$ cat src/hdl/pdh_pkg.sv
// constants and types for the pin power-down hold block
package pdh_pkg;
   localparam int unsigned PIN_W        = 8;
   localparam int unsigned CLK_HZ       = 25_000_000;
   // time from sleep pin low until inputs, enables and outputs are valid
   localparam int unsigned WAKE_NS      = 1000;
   localparam int unsigned WAKE_CYC     = (WAKE_NS * (CLK_HZ / 1_000_000)) / 1000;
   localparam int unsigned WAKE_CNT_W   = 6;
   // filter stages between the sleep pin and the sequencer
   localparam int unsigned SYNC_CYC     = 4;
   // wake counter load: filter and state stages eat into the window
   localparam int unsigned WAKE_LOAD    = WAKE_CYC - SYNC_CYC - 2;
   // least time inputs must stand before the sleep pin rises (far side)
   localparam int unsigned SETUP_NS     = 7;
   localparam logic [PIN_W-1:0] DATA_RST = 8'h00;
   localparam logic [PIN_W-1:0] OE_RST   = 8'h00;

   typedef enum logic [1:0] {
      PDH_RUN   = 2'b00,
      PDH_SLEEP = 2'b01,
      PDH_WAKE  = 2'b10
   } pdh_state_e;
endpackage

$ cat src/hdl/pdh_core.sv
// pin power-down hold: with the sleep option on, freezes pins and logic while the sleep pin is high
`timescale 1ns/1ps
module pdh_core (
   input  wire logic                     clk_sys_i,
   input  wire logic                     rst_i,
   input  wire logic                     sleep_option_i,
   input  wire logic                     sleep_request_pin_i,
   input  wire logic [pdh_pkg::PIN_W-1:0] pin_in_i,
   input  wire logic [pdh_pkg::PIN_W-1:0] logic_data_i,
   input  wire logic [pdh_pkg::PIN_W-1:0] logic_oe_i,
   output logic      [pdh_pkg::PIN_W-1:0] array_in_o,
   output logic                          array_sleep_pin_o,
   output logic                          logic_run_o,
   output logic      [pdh_pkg::PIN_W-1:0] pin_out_o,
   output logic      [pdh_pkg::PIN_W-1:0] pin_oe_o,
   output logic      [pdh_pkg::PIN_W-1:0] keeper_on_o,
   output logic                          asleep_o,
   output logic                          wake_busy_o
);
   localparam int unsigned W = pdh_pkg::PIN_W;

   logic         sleep_pin_s;
   logic [W-1:0] pin_in_s;

   // the sleep pin goes through the same filter as data pins
   pdh_sync #(.W(W + 1)) u_sync (
      .clk_sys_i (clk_sys_i),
      .rst_i     (rst_i),
      .d_i       ({sleep_request_pin_i, pin_in_i}),
      .q_o       ({sleep_pin_s, pin_in_s})
   );

   ////////////////////////////////////////////////////////////////////////
   // sleep sequencer

   pdh_pkg::pdh_state_e            state, next_state;
   logic [pdh_pkg::WAKE_CNT_W-1:0] wake_cnt, next_wake_cnt;
   logic                         sleep_req;

   // with the option off the pin is an ordinary input
   assign sleep_req = sleep_option_i & sleep_pin_s;

   always_comb begin
      next_state    = state;
      next_wake_cnt = wake_cnt;
      case (state)
         pdh_pkg::PDH_RUN: begin
            if (sleep_req) begin
               next_state = pdh_pkg::PDH_SLEEP;
            end
         end
         pdh_pkg::PDH_SLEEP: begin
            if (!sleep_req) begin
               next_state    = pdh_pkg::PDH_WAKE;
               // the window is shortened by the filter delay and two state stages so that the
               // whole path from pin low to running fits in 1 us
               next_wake_cnt = pdh_pkg::WAKE_CNT_W'(pdh_pkg::WAKE_LOAD);
            end
         end
         pdh_pkg::PDH_WAKE: begin
            // a fresh request during wake-up sleeps again at once
            if (sleep_req) begin
               next_state = pdh_pkg::PDH_SLEEP;
            end else if (wake_cnt == '0) begin
               next_state = pdh_pkg::PDH_RUN;
            end else begin
               next_wake_cnt = wake_cnt - 1'b1;
            end
         end
         default: next_state = pdh_pkg::PDH_RUN;
      endcase
   end

   always_ff @(posedge clk_sys_i or posedge rst_i) begin
      if (rst_i) begin
         state    <= pdh_pkg::PDH_RUN;
         wake_cnt <= '0;
      end else begin
         state    <= next_state;
         wake_cnt <= next_wake_cnt;
      end
   end

   ////////////////////////////////////////////////////////////////////////
   // helpers

   // capture only while running and no filtered request is pending
   function automatic logic may_capture(
      input pdh_pkg::pdh_state_e st,
      input logic                req
   );
      return (st == pdh_pkg::PDH_RUN) && !req;
   endfunction

   // one vector either takes its fresh value or keeps what it holds
   function automatic logic [W-1:0] hold_or_take(
      input logic         take,
      input logic [W-1:0] fresh,
      input logic [W-1:0] held
   );
      logic [W-1:0] res;
      res = held;
      if (take) begin
         res = fresh;
      end
      return res;
   endfunction

   ////////////////////////////////////////////////////////////////////////
   // status flags

   logic         run, next_run;
   logic         asleep, next_asleep;
   logic         busy, next_busy;

   always_comb begin
      next_run    = (next_state == pdh_pkg::PDH_RUN);
      next_asleep = (next_state == pdh_pkg::PDH_SLEEP);
      next_busy   = (next_state == pdh_pkg::PDH_WAKE);
   end

   always_ff @(posedge clk_sys_i or posedge rst_i) begin
      if (rst_i) begin
         run    <= 1'b1;
         asleep <= 1'b0;
         busy   <= 1'b0;
      end else begin
         run    <= next_run;
         asleep <= next_asleep;
         busy   <= next_busy;
      end
   end

   ////////////////////////////////////////////////////////////////////////
   // pin hold and output freeze

   logic         take;
   logic [W-1:0] array_in, next_array_in;
   logic [W-1:0] pin_out, next_pin_out;
   logic [W-1:0] pin_oe, next_pin_oe;

   // capture stops the cycle the filtered request is seen, so array_in holds what stood before the pin rose,
   // while pin_out and pin_oe hold the unfiltered values of the cycle before that; wake resumes from them
   assign take = may_capture(state, sleep_req);

   always_comb begin
      next_array_in = hold_or_take(take, pin_in_s, array_in);
      next_pin_out  = hold_or_take(take, logic_data_i, pin_out);
      next_pin_oe   = hold_or_take(take, logic_oe_i, pin_oe);
   end

   always_ff @(posedge clk_sys_i or posedge rst_i) begin
      if (rst_i) begin
         array_in <= pdh_pkg::DATA_RST;
         pin_out  <= pdh_pkg::DATA_RST;
         pin_oe   <= pdh_pkg::OE_RST;
      end else begin
         array_in <= next_array_in;
         pin_out  <= next_pin_out;
         pin_oe   <= next_pin_oe;
      end
   end

   ////////////////////////////////////////////////////////////////////////
   // sleep pin as array input

   logic         arr_sp, next_arr_sp;

   always_comb begin
      // pin reaches the array only without the option
      next_arr_sp = 1'b0;
      if (!sleep_option_i) begin
         next_arr_sp = sleep_pin_s;
      end
   end

   always_ff @(posedge clk_sys_i or posedge rst_i) begin
      if (rst_i) begin
         arr_sp <= 1'b0;
      end else begin
         arr_sp <= next_arr_sp;
      end
   end

   ////////////////////////////////////////////////////////////////////////
   // pin keepers

   logic [W-1:0] keeper, next_keeper;

   always_comb begin
      // forced on only while asleep; awake the pin cells run them from
      // their own option outside this block
      next_keeper = {W{next_state == pdh_pkg::PDH_SLEEP}};
   end

   always_ff @(posedge clk_sys_i or posedge rst_i) begin
      if (rst_i) begin
         keeper <= '0;
      end else begin
         keeper <= next_keeper;
      end
   end

   assign array_in_o        = array_in;
   assign array_sleep_pin_o = arr_sp;
   assign logic_run_o       = run;
   assign pin_out_o         = pin_out;
   assign pin_oe_o          = pin_oe;
   assign keeper_on_o       = keeper;
   assign asleep_o          = asleep;
   assign wake_busy_o       = busy;
endmodule

$ cat src/hdl/pdh_sync.sv
// three-stage input synchroniser with agreement filter
`timescale 1ns/1ps
module pdh_sync #(
   parameter int unsigned W = 1
) (
   input  wire logic         clk_sys_i,
   input  wire logic         rst_i,
   input  wire logic [W-1:0] d_i,
   output logic      [W-1:0] q_o
);
   logic [W-1:0] s1, s2, s3, q;
   logic [W-1:0] next_q;

   always_comb begin
      next_q = q;
      for (int i = 0; i < W; i++) begin
         if (s2[i] == s3[i]) begin
            next_q[i] = s3[i];
         end
      end
   end

   always_ff @(posedge clk_sys_i or posedge rst_i) begin
      if (rst_i) begin
         s1 <= '0;
         s2 <= '0;
         s3 <= '0;
         q  <= '0;
      end else begin
         s1 <= d_i;
         s2 <= s1;
         s3 <= s2;
         q  <= next_q;
      end
   end

   assign q_o = q;
endmodule

$ cat config.mk
export PLATFORM = sky130hd
export DESIGN_NAME = pdh_core
export DESIGN_NICKNAME = d
export VERILOG_FILES = /design/src/hdl/pdh_pkg.sv /design/src/hdl/pdh_core.sv /design/src/hdl/pdh_sync.sv
export SDC_FILE = /design/constraint.sdc
export NUM_CORES = 1
export LEC_CHECK = 0
export ABC_AREA = 1
export BUFFER_PORTS_ARGS = -buffer_cell sky130_fd_sc_hd__clkbuf_2
export CAP_MARGIN = 40
export CORE_ASPECT_RATIO = 1.4
export CORE_MARGIN = 4
export CORE_UTILIZATION = 50
export CTS_BUF_LIST = sky130_fd_sc_hd__clkbuf_4 sky130_fd_sc_hd__clkbuf_8 sky130_fd_sc_hd__clkbuf_16
export DETAILED_ROUTE_END_ITERATION = 10
export PLACE_DENSITY_LB_ADDON = 0.15
export SYNTH_ARGS = -nofsm -noshare
export SYNTH_HDL_FRONTEND = slang
export SYNTH_SLANG_ARGS = --single-unit
export TNS_END_PERCENT = 1
$ cat constraint.sdc
create_clock -name clk_sys_i -period 2.8 [get_ports clk_sys_i]
set_input_delay 0.7 -clock clk_sys_i [delete_from_list [all_inputs] [get_ports clk_sys_i]]
set_output_delay 0.7 -clock clk_sys_i [all_outputs]
set_load 0.02 [all_outputs]
==> qor.txt <==
Clock Skew - 6.969 ps
via density per instance - 4.573
most used routing layer - met2
final period utilization - 0.6173
Max transition margin - 0.6102
most frequent cells in the layout - dfrtp_1 (71), clkbuf_2 (63), mux2_4 (20)
critical path, cell by cell - clkbuf_2
Die Span Y - 94.71 um
register area - 1803 sq um
Final Setup Violations - 0
first drt pass iteration count - 3
Comb power frac - 0.279
ant diodes - 0
detailed placement HPWL - 2.753 mm
Stages on worst setup path - 1
DR DRC count - 0
Power Density - 1021 nW/um^2
vias in the first global route - 1407
worst-case clock buffer depth - 2
met3 Use GR - 0.04792
Final Critical Period - 1728 ps
Yosys warning total - 0
global route total overflow - 0
P_int - 2.305 mW
first-pass GRT wire length - 6.582 mm
CP Buf/Inv Count - 1
Total Routing Usage GR - 0.1302
Critical Path AT - 1030 ps
max cap viols - 0
largest delay contributor family on the critical path - flip-flops
H-tree Lvls - 3
Seq cells post-synth - 72
hold crit path type - reg -> reg
Sw Share - 0.3062
Inserted Clock Buffers - 9
clock latency at the later pin of the worst-skew pair - 340 ps
worst slew pin tran - 583.9 ps
CTS tree - built
antenna violations before repair - 0
Area growth syn-to-layout - 21.20%
initial DRC count - 61
Seq/Total Area, Yosys - 0.6715
Worst R2R Setup Slack - 1300 ps
setup_tns - 0 ps
input/output buffers - 63
setup repair bufs after CTS - 0
post-cts resize count - 0
Final Non-Filler Cells - 309
Root Buffer Master - clkbuf_8
IO Count - 64
Clk pwr share - 0.303
RR Startpoint - wake_cnt[0]
wire per inst - 12.80 um
# fillers - 411
VDD IR max - 0.4500 mV
hold depth - 0
Cell variety after synth - 23
Fin. Hold Viols - 0
Startpoint Class - flop
crit path max fanout - 9
Register-to-Register Path Depth - 7
largest net degree at the start of global routing - 46
Slew Limit Fails - 0
multi-input logic area - 734.5 sq um
commonest non-fill, non-tap cell in the layout - dfrtp_1
final WL - 3.955 mm
f_max - 0.5786 GHz
met1 usage - 0.1606
Layout Nets - 267
GRT met2 Usage - 0.1956
slowest CP cell - dfrtp_1
CTS Hold Bufs - 0
Reg power frac - 0.418
Die ar. - 6624 sq um
share of cells above drive strength 1 - 0.5103
syn_nets - 203
Worst Setup End Kind - output pin
P_leak - 1.645 nW
required time of the critical path - 2100 ps
status - finished clean
Hold Path End - u_sync.s2[2]
total number of vias - 1413
syn_area_per_cell - 15.43 sq um
Mapped Cells - 174
Rows - 31
clock slew at reported path FFs - 80 ps
Core Box Area - 5197 sq um
placed insts - 293
CTS Sinks - 72
RSZ-0062 raised after global routing - no
PnR worst setup slack - 1072 ps
Post-Place Setup Slack - 937.1 ps
Psw - 1.017 mW
GP Congestion - 0.8150
Final Util - 0.6261
Post-DRT Antenna Nets - 0
Starting Density - 0.5166
CP Class - reg -> out
CP max stage delay - 470 ps
reg2reg end - wake_cnt[0]
Die X-Extent - 69.94 um
Design Power - 3.322 mW
synthesized area - 2685 sq um
hold_sp - u_sync.s1[2]
## flip-flops by register name, indices dropped and copies added, names as in the netlist
| name | cells |
|---|---|
| wake_busy_o | 1 |
| keeper_on_o | 1 |
| u_sync.s1 | 9 |
| u_sync.s3 | 9 |
| array_sleep_pin_o | 1 |
| u_sync.q_o | 9 |
| u_sync.s2 | 9 |
| pin_oe_o | 8 |
| state | 2 |
| pin_out_o | 8 |
| wake_cnt | 6 |
| logic_run_o | 1 |
| array_in_o | 8 |
## cell type report
type	instances	share of cell area
flip-flops and latches	72	0.5540
multi-input cells	79	0.2257
repair buffers	64	0.1030
clock buffers	11	0.04652
clock inverters	5	0.03153
well taps	66	0.02537
inverters	12	0.01384
## routing by layer
| layer | up-vias | wire (um) |
|---|---|---|
| li1 | 692 | - |
| met1 | 679 | 1752 |
| met2 | 34 | 1882 |
| met3 | 8 | 237 |
| met4 | 0 | 82 |
| met5 | - | 0 |
## cell usage after synthesis
master / number / area share
nand4_1: 1 / 0.0023
nand3_4: 2 / 0.013
a21oi_1: 2 / 0.0037
nand2_4: 3 / 0.013
o21ai_2: 4 / 0.013
dfstp_2: 1 / 0.0098
nand2_2: 5 / 0.012
mux2_2: 4 / 0.017
inv_2: 2 / 0.0028
nor2_1: 7 / 0.0098
xor2_1: 1 / 0.0033
ha_1: 1 / 0.0047
dfrtp_1: 71 / 0.66
nand2_1: 10 / 0.014
nand3_1: 7 / 0.013
inv_1: 10 / 0.014
buf_6: 2 / 0.0084
mux2_4: 20 / 0.11
buf_12: 1 / 0.0075
o21ai_0: 1 / 0.0019
maj3_1: 9 / 0.034
buf_4: 8 / 0.022
nor2_4: 2 / 0.0084
## worst max path at each step
stage	from	endpoint	slack (ps)
after global placement	sleep_option_i	pin_out_o[0]	960
after CTS	keeper_on_o[0]	keeper_on_o[3]	1040
final	keeper_on_o[0]	keeper_on_o[3]	1070
after global routing	keeper_on_o[0]	keeper_on_o[5]	980
after detailed placement	sleep_option_i	pin_oe_o[6]	940
after floorplan	rst_i	array_in_o[0]	280
## metrics by stage
stage,hold WS (ps),area [sq um]
floorplan,331.2,2685
global placement,333.1,3000
detailed placement,334.7,3000
CTS,344.6,3254
global route,362.6,3254
finish,347.8,3254
## cells by family after synthesis
family / after synthesis / share of synthesized area
DFF: 72 / 0.6715
and+or+nand+nor: 37 / 0.08481
muxes: 24 / 0.1286
buffers and inverters: 23 / 0.05499
adders and majority gates: 10 / 0.03821
AOI/OAI and AO/OA: 7 / 0.01864
xor gates and xnor gates: 1 / 0.003262
## power groups by stage
stage | logic (mW) | clock network, mW | registers (mW)
after floorplan | 0.566 | 0 | 1.57
after global placement | 0.925 | 0 | 1.41
after detailed placement | 0.943 | 0 | 1.41
after CTS | 0.943 | 1.03 | 1.39
after global routing | 1.01 | 1.08 | 1.42
final | 0.926 | 1.01 | 1.39
(Power assumes the default switching activity.)
